**config.mk**
```make
export PLATFORM = sky130hd
export DESIGN_NAME = txd_engine
export DESIGN_NICKNAME = d
export VERILOG_FILES = /design/src/pkg/txd_pkg.sv /design/src/core/txd_engine.sv /design/src/core/txd_byte_pick.sv /design/src/core/txd_wb_pack.sv
export SDC_FILE = /design/constraint.sdc
export NUM_CORES = 1
export LEC_CHECK = 0
export ABC_AREA = 0
export BUFFER_PORTS_ARGS = -buffer_cell sky130_fd_sc_hd__buf_2
export CAP_MARGIN = 20
export CELL_PAD_IN_SITES_DETAIL_PLACEMENT = 0
export CELL_PAD_IN_SITES_GLOBAL_PLACEMENT = 2
export CORE_MARGIN = 2
export CORE_UTILIZATION = 30
export CTS_CLUSTER_DIAMETER = 200
export CTS_CLUSTER_SIZE = 16
export DETAILED_ROUTE_END_ITERATION = 16
export GPL_ROUTABILITY_DRIVEN = 1
export PLACE_DENSITY_LB_ADDON = 0.08
export SYNTH_ARGS = -nofsm -noshare
export SYNTH_HDL_FRONTEND = slang
export SYNTH_SLANG_ARGS = --single-unit
```
**constraint.sdc**
```tcl
create_clock -name mclk -period 2 [get_ports mclk]
set_input_delay 0.4 -clock mclk [delete_from_list [all_inputs] [get_ports mclk]]
set_output_delay 0.4 -clock mclk [all_outputs]
set_load 0.05 [all_outputs]
```
**src/pkg/txd_pkg.sv**
```systemverilog
// shared constants and types of the transmit descriptor engine
// assumes one clock domain; descriptors live in host memory reached word by word

package txd_pkg;

  // ****************************************
  // descriptor layout
  // ****************************************
  localparam int unsigned OWN_BIT = 31;
  localparam int unsigned ERROR_SUMMARY_BIT = 15;
  localparam int unsigned CARRIER_LOST_BIT = 11;
  localparam int unsigned NC_BIT = 10;
  localparam int unsigned LATE_COLLISION_BIT = 9;
  localparam int unsigned EXCESSIVE_COLLISION_BIT = 8;
  localparam int unsigned CC_LSB = 3;
  localparam int unsigned CC_W = 4;
  localparam int unsigned EXCESSIVE_DEFERRAL_BIT = 2;
  localparam int unsigned DE_BIT = 0;
  localparam int unsigned TBS_W = 11;
  localparam int unsigned TBS1_LSB = 0;
  localparam int unsigned TBS2_LSB = 11;
  localparam int unsigned END_RING_BIT = 25;
  localparam int unsigned LAST_SEG_BIT = 30;
  localparam logic [31:0] DESC_BYTES = 32'h10;
  localparam logic [3:0] DESC_ALIGN_MASK = 4'hF;

  // ****************************************
  // register map
  // ****************************************
  localparam logic [7:0] REG_CTRL = 8'h00;
  localparam logic [7:0] REG_BASE = 8'h04;
  localparam logic [7:0] REG_CUR = 8'h08;
  localparam logic [7:0] REG_STATE = 8'h0C;
  localparam logic [7:0] REG_ISTAT = 8'h10;
  localparam logic [7:0] REG_IMASK = 8'h14;
  localparam int unsigned CTRL_RUN = 0;
  localparam int unsigned CTRL_POLL = 1;
  localparam int unsigned IRQ_W = 3;
  localparam int unsigned IRQ_DONE = 0;
  localparam int unsigned IRQ_SUSP = 1;
  localparam int unsigned IRQ_ERR = 2;

  typedef enum logic [2:0] {
    ST_STOP,
    ST_FETCH,
    ST_SUSP,
    ST_RDW,
    ST_EMIT,
    ST_WAITMAC,
    ST_WB
  } txd_state_e;

  typedef struct packed {
    logic carrier_lost_flag;
    logic nc;
    logic late_collision_flag;
    logic excessive_collision_flag;
    logic [CC_W-1:0] cc;
    logic excessive_deferral_flag;
    logic de;
  } txd_stat_s;

  typedef struct packed {
    txd_state_e st;
    logic run;
    logic [31:0] base;
    logic [31:0] cur;
    logic [31:0] ctl;
    logic [31:0] ptr2;
    logic [31:0] p;
    logic [31:0] word;
    logic [TBS_W-1:0] cnt;
    logic seg;
    logic [1:0] idx;
    txd_stat_s stat;
    logic mac_seen;
    logic [IRQ_W-1:0] ist;
    logic [IRQ_W-1:0] imask;
    logic [31:0] prdata;
  } txd_regs_s;

endpackage

```
**src/core/txd_engine.sv**
```systemverilog
// transmit descriptor engine: fetch, ownership check, byte stream, status write-back
// assumes an APB master, a single-outstanding word memory port and a MAC on mclk
//
// The implementer's own choices: the register addresses and the APB interface to the registers.

module txd_engine
  import txd_pkg::*;
#(
  parameter int unsigned APB_AW = 8
)
(
  input wire logic mclk,
  input wire logic rst_b,
  input wire logic psel,
  input wire logic penable,
  input wire logic pwrite,
  input wire logic [APB_AW-1:0] paddr,
  input wire logic [31:0] pwdata,
  output logic [31:0] prdata,
  output logic pready,
  output logic pslverr,
  output logic mem_req,
  output logic mem_we,
  output logic [31:0] mem_addr,
  output logic [31:0] mem_wdata,
  input wire logic mem_ack,
  input wire logic [31:0] mem_rdata,
  output logic tx_valid,
  output logic [7:0] tx_data,
  output logic tx_last,
  input wire logic tx_ready,
  input wire logic mac_done,
  input txd_stat_s mac_stat,
  output logic irq
);

  txd_regs_s r;
  txd_regs_s n;
  logic [7:0] addr8;
  logic setup;
  logic wr_acc;
  logic hit;
  logic [31:0] rd_mux;
  logic [TBS_W-1:0] tbs1;
  logic [TBS_W-1:0] tbs2;
  logic last_seg;
  txd_state_e fin_st;
  txd_stat_s wb_stat;
  logic [31:0] wb_word;
  logic wb_err;
  logic poll;
  logic [IRQ_W-1:0] ev;
  logic [IRQ_W-1:0] w1c;

  // ****************************************
  // register bus
  // ****************************************
  assign addr8 = paddr[7:0];
  assign setup = psel & ~penable;
  assign wr_acc = psel & penable & pwrite;
  assign pready = 1'b1;
  assign prdata = r.prdata;
  assign pslverr = psel & penable & ~hit;

  always_comb
  begin
    hit = 1'b1;
    rd_mux = '0;
    unique case (addr8)
      REG_CTRL: rd_mux[CTRL_RUN] = r.run;
      REG_BASE: rd_mux = r.base;
      REG_CUR: rd_mux = r.cur;
      REG_STATE: rd_mux[2:0] = r.st;
      REG_ISTAT: rd_mux[IRQ_W-1:0] = r.ist;
      REG_IMASK: rd_mux[IRQ_W-1:0] = r.imask;
      default: hit = 1'b0;
    endcase
  end

  // ****************************************
  // descriptor fields
  // ****************************************
  assign tbs1 = r.ctl[TBS1_LSB +: TBS_W];
  assign tbs2 = r.ctl[TBS2_LSB +: TBS_W];
  assign last_seg = r.ctl[LAST_SEG_BIT];
  // only the last segment waits for the MAC verdict
  assign fin_st = last_seg ? ST_WAITMAC : ST_WB;
  assign wb_stat = last_seg ? r.stat : '0;

  txd_wb_pack u_pack (
    .stat(wb_stat),
    .word0(wb_word),
    .err(wb_err)
  );

  txd_byte_pick u_pick (
    .word(r.word),
    .lane(r.p[1:0]),
    .byte_out(tx_data)
  );

  // ****************************************
  // memory and stream ports
  // ****************************************
  assign mem_req = (r.st == ST_FETCH) | (r.st == ST_RDW) | (r.st == ST_WB);
  assign mem_we = (r.st == ST_WB);
  assign mem_wdata = wb_word;
  // buffer words are read aligned; the lane picks the byte
  always_comb
  begin
    if (r.st == ST_FETCH)
      mem_addr = r.cur + {28'h0, r.idx, 2'h0};
    else if (r.st == ST_WB)
      mem_addr = r.cur;
    else
      mem_addr = {r.p[31:2], 2'h0};
  end

  assign tx_valid = (r.st == ST_EMIT);
  assign tx_last = tx_valid & last_seg & (r.cnt == 11'h1) & (r.seg | tbs2 == '0);
  assign irq = |(r.ist & r.imask);

  // ****************************************
  // next state
  // ****************************************
  always_comb
  begin
    n = r;
    poll = 1'b0;
    ev = '0;
    w1c = '0;
    if (setup)
      n.prdata = rd_mux;
    if (wr_acc)
    begin
      unique case (addr8)
        REG_CTRL:
        begin
          n.run = pwdata[CTRL_RUN];
          poll = pwdata[CTRL_POLL];
        end
        // low bits dropped: descriptors sit on 16-byte blocks
        REG_BASE: n.base = {pwdata[31:4], 4'h0};
        REG_ISTAT: w1c = pwdata[IRQ_W-1:0];
        REG_IMASK: n.imask = pwdata[IRQ_W-1:0];
        default: n.run = r.run;
      endcase
    end

    unique case (r.st)
      ST_STOP:
        if (r.run)
        begin
          n.cur = r.base;
          n.idx = '0;
          n.st = ST_FETCH;
        end
      ST_FETCH:
        if (mem_ack)
        begin
          n.idx = r.idx + 2'h1;
          unique case (r.idx)
            2'h0:
              // an unowned descriptor is left alone
              if (!mem_rdata[OWN_BIT])
              begin
                n.st = ST_SUSP;
                ev[IRQ_SUSP] = 1'b1;
              end
            2'h1: n.ctl = mem_rdata;
            2'h2: n.p = mem_rdata;
            2'h3:
            begin
              n.ptr2 = mem_rdata;
              // an empty buffer is skipped
              if (tbs1 != '0)
              begin
                n.cnt = tbs1;
                n.seg = 1'b0;
                n.st = ST_RDW;
              end
              else if (tbs2 != '0)
              begin
                n.p = mem_rdata;
                n.cnt = tbs2;
                n.seg = 1'b1;
                n.st = ST_RDW;
              end
              else
                n.st = fin_st;
            end
          endcase
        end
      ST_SUSP:
        if (!r.run)
          n.st = ST_STOP;
        else if (poll)
        begin
          n.idx = '0;
          n.st = ST_FETCH;
        end
      ST_RDW:
        if (mem_ack)
        begin
          n.word = mem_rdata;
          n.st = ST_EMIT;
        end
      ST_EMIT:
        if (tx_ready)
        begin
          n.p = r.p + 32'h1;
          n.cnt = r.cnt - 11'h1;
          if (r.cnt == 11'h1)
          begin
            if (!r.seg && tbs2 != '0)
            begin
              n.p = r.ptr2;
              n.cnt = tbs2;
              n.seg = 1'b1;
              n.st = ST_RDW;
            end
            else
              n.st = fin_st;
          end
          else if (r.p[1:0] == 2'h3)
            n.st = ST_RDW;
        end
      ST_WAITMAC:
        if (r.mac_seen)
          n.st = ST_WB;
      ST_WB:
        if (mem_ack)
        begin
          // ownership returns with the status in this single write
          n.mac_seen = 1'b0;
          ev[IRQ_DONE] = 1'b1;
          ev[IRQ_ERR] = wb_err;
          n.cur = r.ctl[END_RING_BIT] ? r.base : r.cur + DESC_BYTES;
          n.idx = '0;
          n.st = r.run ? ST_FETCH : ST_STOP;
        end
    endcase

    // a verdict arriving while the old one is retired still counts
    if (mac_done)
    begin
      n.stat = mac_stat;
      n.mac_seen = 1'b1;
    end
    // a new event beats a clear in the same cycle
    n.ist = (r.ist & ~w1c) | ev;
  end

  always_ff @(posedge mclk)
  begin
    if (!rst_b)
    begin
      r <= '0;
      r.st <= ST_STOP;
    end
    else
      r <= n;
  end
endmodule

```
**src/core/txd_byte_pick.sv**
```systemverilog
// picks one byte lane out of a fetched memory word
// assumes little-endian lane order, lane 0 in bits 7:0

module txd_byte_pick
  import txd_pkg::*;
(
  input wire logic [31:0] word,
  input wire logic [1:0] lane,
  output logic [7:0] byte_out
);

  always_comb
  begin
    unique case (lane)
      2'h0: byte_out = word[7:0];
      2'h1: byte_out = word[15:8];
      2'h2: byte_out = word[23:16];
      2'h3: byte_out = word[31:24];
    endcase
  end

endmodule

```
**src/core/txd_wb_pack.sv**
```systemverilog
// builds the status word written back to a closed descriptor
// assumes the caller writes the result in one memory write

module txd_wb_pack
  import txd_pkg::*;
(
  input txd_stat_s stat,
  output logic [31:0] word0,
  output logic err
);

  always_comb
  begin
    // reserved bits and ownership stay zero
    word0 = '0;
    err = stat.excessive_deferral_flag | stat.excessive_collision_flag
      | stat.late_collision_flag | stat.nc | stat.carrier_lost_flag;
    word0[ERROR_SUMMARY_BIT] = err;
    word0[CARRIER_LOST_BIT] = stat.carrier_lost_flag;
    word0[NC_BIT] = stat.nc;
    word0[LATE_COLLISION_BIT] = stat.late_collision_flag;
    word0[EXCESSIVE_COLLISION_BIT] = stat.excessive_collision_flag;
    word0[CC_LSB +: CC_W] = stat.cc;
    word0[EXCESSIVE_DEFERRAL_BIT] = stat.excessive_deferral_flag;
    word0[DE_BIT] = stat.de;
  end

endmodule

```
After elaboration in Yosys (flattened, before gate mapping)

Index checks and enable logic that the tools add are counted.

Mux-type cells: 66
Reduce and logical (&&, ||, !) cells: 29
$add $sub $neg: 5
Bitwise gates (word level): 20
Equality and inequality tests: 37

Operators by type and width:

| operator                | number |
|---|---|
| $mux W32                | 11 |
| $pmux W32 S2            | 3 |
| $mux W12                | 6 |
| $pmux W29 S2            | 1 |
| $mux W3                 | 16 |
| $add A32 B1 Y32 const B | 1 |
| $add A32 B4 Y32         | 1 |
| $add A32 B5 Y32 const B | 1 |
| $pmux W8 S4             | 1 |
| $pmux W12 S2            | 1 |
| $reduce_bool A11 Y1     | 2 |
| $pmux W3 S7             | 1 |
| $eq A8 B4 Y1 const B    | 2 |
| $eq A8 B5 Y1 const B    | 2 |
| $pmux W2 S4             | 2 |
| $mux W1                 | 15 |
| $mux W14                | 1 |
| $ne A2 B2 Y1 const B    | 6 |
| $ne A3 B1 Y1 const B    | 4 |
| $ne A3 B3 Y1 const B    | 4 |
| $reduce_and A6 Y1       | 2 |
| $eq A11 B1 Y1 const B   | 1 |
| $logic_not A11 Y1       | 1 |
| $sub A11 B1 Y11 const B | 1 |
| 32 further kinds        | 71 |

Flip-flop bits (word level): 255
Input port bits: 90
Word-level logic and storage cells: 179

Logic depth before layout (Yosys ltp)

Gate-level depths: netlist (run 1).

Depth after elaboration: 8
Mapped depth: 10
Depth with buffers taken out: 8

Hierarchy

Synthesis (run 1) repeated with hierarchy kept, for this count alone.

Cell total of the unflattened synthesis: 1,628
Area total of the unflattened synthesis: 12,649.6 um2

By module, submodules not included:

| module        | times used | seq. area each (um2) | cells an instance | area each (um2) |
|---|---|---|---|---|
| txd_engine    | 1          | 4,864.7              | 1,582             | 12,196.7 |
| txd_wb_pack   | 1          | 0.0                  | 36                | 256.5 |
| txd_byte_pick | 1          | 0.0                  | 10                | 196.4 |

Worst setup path before layout (run 1)

No wires, ideal clock.

Path type: register to output
Start point: register r[256] (netlist bit)
End point: output port tx_last
Stages on the path, launching flop included: 9
Arrival: 2,807 ps
Buffers on the path: 4
Path slack: -1,207 ps
Data required time: 1,600 ps
Path through: dfxtp_1 -> or3b_1 -> clkbuf_1 -> inv_1 -> buf_2 -> buf_2 -> buf_2 -> nand2_1 -> nor3_1

Cells in the longest elaborated chain, start to end: 4

Ends and longest elaborated chain:

| item                       | line              | RTL |
|---|---|---|
| start, declared            | txd_engine.sv:37  | `txd_regs_s r;` |
| start signal, assigned     | txd_engine.sv:262 | `r <= n;` |
| $eq A3 B3 Y1               | txd_engine.sv:119 | `assign tx_valid = (r.st == ST_EMIT);` |
| net tx_valid               | txd_engine.sv:28  | `output logic tx_valid,` |
| $and A1 B1 Y1 (3 in a row) | txd_engine.sv:120 | `assign tx_last = tx_valid & last_seg & (r.cnt == 11'h1) & (r.seg \| tbs2 == '0);` |
| end, declared              | txd_engine.sv:30  | `output logic tx_last,` |

The timed path passes the listed nets, and every way through them passes these cells.

Worst setup path after layout (run 1)

Start point: register r[258] (netlist bit)
End point: output port mem_addr[31]

Cells in the longest elaborated chain, start to end: 3
Elaborated cells between the ends (all ways): 4
Classes of those cells: 2 x eq/ne; 2 x mux

Ends and longest elaborated chain:

| item          | line              | RTL |
|---|---|---|
| $eq A3 B3 Y1  | txd_engine.sv:113 | `else if (r.st == ST_WB)` |
| $mux W32      | txd_engine.sv:113 |  |
| $mux W32 *    | txd_engine.sv:111 | `if (r.st == ST_FETCH)` |
| end, declared | txd_engine.sv:24  | `output logic [31:0] mem_addr,` |

Mark *: on every way between the ends. The rest lies on a longest branch, timed or not.

==> metrics.txt, run 1 <==
area enclosed by the die boundary=44200 um2; cell taking the most area after synthesis=sky130_fd_sc_hd__dfxtp_1; sequential area share after synthesis=38.1%; TritonRoute pass-1 iters=6; Tmin final=2.52 ns; max_cap viols=0; Worst Path Class, Setup=reg2out; number of global-route vias before repair=12727; count of input and output buffers=175; num ports=201; measured slew at the worst slew-check pin=0.569 ns; initial antenna violation count=0; synth warn=0; Max Root-Sink Buffers=3; origin of the worst setup path=r[258]$_SDFFE_PN0P_; Clk pwr share=35.4%; share of layout cells above drive strength 1=36.4%; end point of the critical path=mem_addr[31]; number of enable-type register cells in the synthesized netlist=0; outcome=finished with violations; final count of hold timing violations=0; final core utilization=44.7%; commonest non-fill, non-tap cell in the layout=sky130_fd_sc_hd__nand2_1; placer's final routability congestion estimate=0.822; clock root buffer=sky130_fd_sc_hd__clkbuf_16; largest net degree at the start of global routing=51; Hold Path Class=in2reg; number of DRC markers after the initial detailed-route iteration=931; VDD IR max=0.397 mV; mean area per synthesized cell=7.66 um2; data required time at the worst endpoint=1.60 ns; via count=13279; most used cells in the layout excluding fill and tap cells=315 x sky130_fd_sc_hd__nand2_1, 225 x sky130_fd_sc_hd__dfxtp_1, 208 x sky130_fd_sc_hd__buf_4, 165 x sky130_fd_sc_hd__a21oi_1, 131 x sky130_fd_sc_hd__buf_2; Crit path depth=7; NumNets Final=2121; top area cells in the synthesized netlist=sky130_fd_sc_hd__dfxtp_1 38%, sky130_fd_sc_hd__nand2_1 9.7%, sky130_fd_sc_hd__a21oi_1 7.1%; top cell type's share of synthesized area=38.1%; overall global routing resource usage=22.3%; category of the worst setup path launch point=register; cell-by-cell listing of the critical path=buf_6, nand2b_4, o21ai_4, buf_12, buf_12, mux2_4, buf_8; width of the die=210 um; headroom to the max-slew limit=62.1%; relative area change from synthesis to final layout=46.8%; Hold-fix buffers, CTS=0; number of H-tree branching levels=1; number of pins exceeding their max-slew limit in the final report=0; final HPWL from detailed placement=35.6 mm; DIE HEIGHT=210 um; crit path capture type=output port; FF-to-FF path depth=12; TritonCTS sink count=243; clock insertion delay at the later pin of the skew report=0.52 ns; final setup slack of the worst path=-0.520 ns; worst stage delay on the critical path=0.33 ns; netlist area before placement=12800 um2; switching power of the nets=2860 uW; register bit total from synthesis=243; Max Clock Skew=0.0271 ns; Setup Viol. Count Final=85; Crit Reg-Reg Startpoint=r[180]$_SDFFE_PN0P_; end of the worst register-to-register path=r[104]$_SDFFE_PN0P_; switching power as a share of total power=28.2%; antenna-violating nets left=0; Distinct cells, synth=77; remaining routing DRC violations=0; gate count of the mapped netlist=1667; WL final=51.2 mm; global-route wire length before repair=77.1 mm; violations in the final reports=negative setup slack; number of buffers and inverters on the critical path=4; detailed-route vias per instance=5.19; row cnt=75; power share of the sequential group=48.7%; average wire per standard cell=20.0 um; clock transition time at the flip-flop clock pins of the worst setup and hold paths=0.08 ns; Leak=0.00734 uW; tightest hold margin=0.115 ns; category of cells accounting for the largest share of critical-path delay=buffers and inverters; Pwr per Cell Area=540 nW/um2; total grt overflow=0; ys flop type=sky130_fd_sc_hd__dfxtp_1; maximum fanout along the worst path=6; number of buffers added by the clock tree synthesis step=19; Data arrival, critical path=2.12 ns; starting density of the core=30.4%; RSZ-0062 raised after global routing=true; most frequent CP cell=sky130_fd_sc_hd__buf_12; worst-path cell with the longest stage delay=sky130_fd_sc_hd__dfxtp_2; clock tree from TritonCTS=yes; combinational share of power=15.9%; Cell Int Power=7270 uW; count of antenna diodes in the layout=0; Reg2Reg Setup Slack=-0.23 ns; Core Area=41900 um2; asr flop ratio synth=0%; final period utilization=126%; Max Clock Freq=397 MHz
## flip-flops by register name, indices dropped and copies added, names as in the netlist
name,flops
last_seg,1
prdata,32
r,210
## synth_stat cells, types with 10 or more instances
cell type / n
sky130_fd_sc_hd__and2_1: 17
sky130_fd_sc_hd__inv_1: 26
sky130_fd_sc_hd__ha_1: 11
sky130_fd_sc_hd__buf_4: 59
sky130_fd_sc_hd__nand4_1: 15
sky130_fd_sc_hd__a21oi_1: 182
sky130_fd_sc_hd__clkbuf_1: 86
sky130_fd_sc_hd__xnor2_1: 10
sky130_fd_sc_hd__nor3_1: 55
sky130_fd_sc_hd__o211ai_1: 10
sky130_fd_sc_hd__a221oi_1: 31
sky130_fd_sc_hd__a211oi_1: 22
sky130_fd_sc_hd__nor2_1: 140
sky130_fd_sc_hd__and3_1: 20
sky130_fd_sc_hd__o21ai_0: 68
sky130_fd_sc_hd__a31oi_1: 21
sky130_fd_sc_hd__mux2_2: 25
sky130_fd_sc_hd__nand3_1: 38
sky130_fd_sc_hd__buf_2: 25
sky130_fd_sc_hd__dfxtp_1: 243
sky130_fd_sc_hd__nand2_1: 329
sky130_fd_sc_hd__mux2i_1: 27
sky130_fd_sc_hd__xor2_1: 12
## per-stage QoR
| step | std cells | worst slack [ns] | power [uW] | instance area, um2 | TNS [ns] |
|---|---|---|---|---|---|
| after floorplan | 1689 | -0.243 | 5830 | 13000 | -0.249 |
| after global placement | 2467 | -0.156 | 6280 | 15800 | -8.79 |
| after detailed placement | 2467 | -0.188 | 6290 | 15800 | -6.93 |
| after CTS | 2545 | -0.583 | 10200 | 18100 | -27.74 |
| after global routing | 2558 | -0.565 | 10500 | 18700 | -28.33 |
| final | 2558 | -0.520 | 10100 | 18700 | -22.77 |
## power groups by stage
stage / Sequential (uW) / Clock [uW] / Combinational [uW]
after CTS: 4930 / 3730 / 1530
after global routing: 4940 / 3870 / 1710
after floorplan: 5040 / 0 / 789
after global placement: 5040 / 0 / 1230
final: 4930 / 3580 / 1610
after detailed placement: 5040 / 0 / 1240
## metal layers
metal	up-vias	routed length (um)	global-route usage (%)
li1	6530	-	-
met1	6338	24300	31.7
met2	346	23400	35.8
met3	65	2090	2.22
met4	0	1380	6.51
met5	-	0	0
## worst register-to-register path, stage by stage, from the launching register on
cell	delay [ns]
sky130_fd_sc_hd__dfxtp_2	0.34
sky130_fd_sc_hd__nor4_4	0.25
sky130_fd_sc_hd__buf_4	0.17
sky130_fd_sc_hd__buf_6	0.09
sky130_fd_sc_hd__buf_6	0.09
sky130_fd_sc_hd__and3_4	0.19
sky130_fd_sc_hd__buf_6	0.10
sky130_fd_sc_hd__nor3_4	0.04
sky130_fd_sc_hd__buf_12	0.14
sky130_fd_sc_hd__buf_6	0.12
sky130_fd_sc_hd__nor4b_4	0.27
sky130_fd_sc_hd__a211oi_2	0.08
sky130_fd_sc_hd__o31ai_1	0.27
## kinds of logic (layout without fill, tap and decap cells)
group / count (synthesis) / after routing / share of synthesized area (%)
fa+ha+maj: 11 / 11 / 1.08
compound gates: 441 / 442 / 22.0
simple gates: 687 / 692 / 24.7
mux: 52 / 52 / 4.32
xor+xnor: 22 / 22 / 1.51
flops: 243 / 243 / 38.1
other cells: 2 / 24 / 0.0588
buf+inv: 209 / 533 / 8.26
## how the worst min path moves through the flow
stage	from	end	slack, ns	cells past startpoint
after floorplan	r[145]$_SDFFE_PN0P_	r[145]$_SDFFE_PN0P_	0.43	2
after global placement	r[145]$_SDFFE_PN0P_	r[145]$_SDFFE_PN0P_	0.44	2
after detailed placement	r[145]$_SDFFE_PN0P_	r[145]$_SDFFE_PN0P_	0.45	2
after CTS	pwdata[17]	r[240]$_SDFFE_PN0P_	0.1	3
after global routing	pwdata[14]	r[237]$_SDFFE_PN0P_	0.12	3
final	pwdata[17]	r[240]$_SDFFE_PN0P_	0.12	3
## area by class of cell
class | count | area (um2)
multi-input combinational | 1243 | 8200
fill | 4270 | 23200
inverter | 26 | 110
clock buffer | 19 | 475
tap | 539 | 674
timing repair buffer | 487 | 4370
clock inverter | 1 | 16.3
sequential | 243 | 4890
## what timing repair did
item / CTS / global route
gates cloned: 12 / 3
endpoints found under the setup margin: 94 / 109
setup buffers: 47 / 21
pin swaps: 83 / 54
resized for setup: 326 / 118
(Power assumes the default switching activity.)
==> run 2, diff against run 1 <==
- SYNTH_HIERARCHICAL: not set -> 1
==> metrics.txt, run 2 <==
data required time at the worst endpoint=1.60 ns; VDD IR max=0.396 mV; count of input and output buffers=175; clock tree from TritonCTS=yes; cell with the most instances after synthesis=sky130_fd_sc_hd__nand2_1; final period utilization=131%; synth warn=6; worst stage delay on the critical path=0.57 ns; DIE HEIGHT=209 um; asr flop ratio synth=0%; TritonRoute pass-1 iters=5; ys flop type=sky130_fd_sc_hd__dfxtp_1; cell taking the most area after synthesis=sky130_fd_sc_hd__dfxtp_1; Pwr per Cell Area=505 nW/um2; antenna-violating nets left=0; clock insertion delay at the later pin of the skew report=0.53 ns; worst-path cell with the longest stage delay=sky130_fd_sc_hd__or4_4; total grt overflow=0; final count of hold timing violations=0; cell-by-cell listing of the critical path=or4_4, o31ai_4, and2_4, and3_4, buf_8; switching power of the nets=2500 uW; number of buffers added by the clock tree synthesis step=19; register bit total from synthesis=243; number of global-route vias before repair=12832; starting density of the core=30.3%; most used standard cells in the synthesized netlist=331 x sky130_fd_sc_hd__nand2_1, 243 x sky130_fd_sc_hd__dfxtp_1, 171 x sky130_fd_sc_hd__a21oi_1; row cnt=75; Setup Viol. Count Final=96; num ports=201; crit path capture type=output port; power share of the sequential group=52.8%; highest routing layer actually used=met4; most used cells in the layout excluding fill and tap cells=321 x sky130_fd_sc_hd__nand2_1, 233 x sky130_fd_sc_hd__dfxtp_1, 214 x sky130_fd_sc_hd__buf_4, 150 x sky130_fd_sc_hd__a21oi_1, 131 x sky130_fd_sc_hd__buf_2; final HPWL from detailed placement=35.9 mm; max_cap viols=0; Max Clock Skew=0.0388 ns; global-route wire length before repair=78.2 mm; routed length on met2=23.8 mm; overall global routing resource usage=23.0%; category of cells accounting for the largest share of critical-path delay=simple AND/OR/NAND/NOR gates; number of pins exceeding their max-slew limit in the final report=0; relative area change from synthesis to final layout=45.1%; number of DRC markers after the initial detailed-route iteration=929; clock transition time at the flip-flop clock pins of the worst setup and hold paths=0.09 ns; top area cells in the synthesized netlist=sky130_fd_sc_hd__dfxtp_1 38%, sky130_fd_sc_hd__nand2_1 9.8%, sky130_fd_sc_hd__a21oi_1 6.8%; initial antenna violation count=1; Hold-fix buffers, CTS=0; maximum fanout along the worst path=2; Distinct cells, synth=82; share of layout cells above drive strength 1=36.8%; number of enable-type register cells in the synthesized netlist=0; number of buffers and inverters on the critical path=1; Place WS=-0.409 ns; detailed-route vias per instance=5.22; headroom to the max-slew limit=51.8%; TritonCTS sink count=243; M1 WL=24.6 mm; largest net degree at the start of global routing=112; sum of negative setup slack=-31.58 ns; Data arrival, critical path=2.23 ns; category of the worst setup path launch point=register; placer's final routability congestion estimate=0.818; NumNets Final=2072; measured slew at the worst slew-check pin=0.723 ns; final setup slack of the worst path=-0.629 ns; number of H-tree branching levels=1; violations in the final reports=negative setup slack; mean area per synthesized cell=7.77 um2; Hold Path Class=in2reg; switching power as a share of total power=26.9%; Worst Path Class, Setup=reg2out; Max Clock Freq=380 MHz; Leak=0.00722 uW; final non-filler cell area=18400 um2; top cell type's share of synthesized area=38.5%; area enclosed by the die boundary=43800 um2; combinational share of power=7.9%; count of antenna diodes in the layout=0; WL final=52.3 mm; filler cell count in the final layout=4245; netlist area before placement=12600 um2; register with the highest flop count=r; Post-DP Area=15700 um2; width of the die=209 um; sequential area share after synthesis=38.5%; outcome=finished with violations; via count=13126; clock root buffer=sky130_fd_sc_hd__clkbuf_16; RSZ-0062 raised after global routing=true; Clk pwr share=39.3%; Max Root-Sink Buffers=3; commonest non-fill, non-tap cell in the layout=sky130_fd_sc_hd__nand2_1; flip-flop count of the largest register, all copies and words added=210; Tmin final=2.63 ns; met3 wire length=2.25 mm; remaining routing DRC violations=0; Core Area=41800 um2; average wire per standard cell=20.8 um; Cell Int Power=6770 uW; gate count of the mapped netlist=1628
-- run 2: path summary, 6_finish.rpt --
check / from / to / slack [ns] / depth (start not counted)
max: r[170]$_SDFFE_PN0P_ / tx_last / -0.63 / 5
min: mac_stat[0] / r[39]$_SDFFE_PN0P_ / 0.1 / 3
max reg2reg: r[170]$_SDFFE_PN0P_ / r[107]$_SDFFE_PN0P_ / -0.45 / 10
min reg2reg: r[86]$_SDFFE_PN0P_ / r[86]$_SDFFE_PN0P_ / 0.45 / 2
-- run 2: cell type report --
type / count / area, um2 / area share (%)
multi-input cells: 1199 / 7790 / 42.4
flip-flops and latches: 243 / 4890 / 26.6
repair buffers: 492 / 4420 / 24.1
well taps: 539 / 674 / 3.67
clock buffers: 20 / 479 / 2.61
inverters: 19 / 85.1 / 0.463
clock inverters: 1 / 16.3 / 0.0886
-- run 2: cell families after synthesis --
| family | share of synthesized area, % |
|---|---|
| compound gates | 21.8 |
| xor+xnor | 1.38 |
| fa+ha+maj | 0.791 |
| buf+inv | 8.41 |
| flops | 38.5 |
| mux | 5.43 |
| other cells | 0.0890 |
| simple gates | 23.7 |
-- run 2: stage by stage --
stage | hold WS, ns | instances | total power, uW | utilization, %
after floorplan | 0.433 | 1649 | 5520 | -
after global placement | 0.438 | 2421 | 5740 | 37.6
after detailed placement | 0.445 | 2421 | 5740 | 37.6
after CTS | 0.0817 | 2492 | 9420 | 42.5
after global routing | 0.105 | 2513 | 9630 | 44.0
final | 0.0967 | 2513 | 9270 | 44.0
-- run 2: repair_timing --
item / in CTS / in global routing
gates cloned: 10 / 3
gates resized for setup: 282 / 123
setup buffers: 43 / 25
pin swaps: 41 / 54
setup endpoints to repair: 99 / 166
-- run 2: power groups by stage --
stage	Combinational [uW]	Sequential, uW	Clock (uW)
CTS	732	4900	3790
detailed placement	724	5020	0
floorplan	511	5010	0
finish	732	4900	3640
global route	782	4910	3940
global placement	724	5020	0
-- run 2: worst reg2reg max path: cells and delay by family (launching register included) --
kind,cells,cell delay (ns)
buffers and inverters,4,0.57
and+or+nand+nor,5,1.32
AOI/OAI and AO/OA,1,0.18
DFF,1,0.31
-- run 2: metal layers --
metal / vias up / GRT usage [%]
met4: 0 / 7.93
met2: 355 / 36.9
li1: 6385 / -
met1: 6317 / 31.9
met5: - / 0
met3: 69 / 2.81
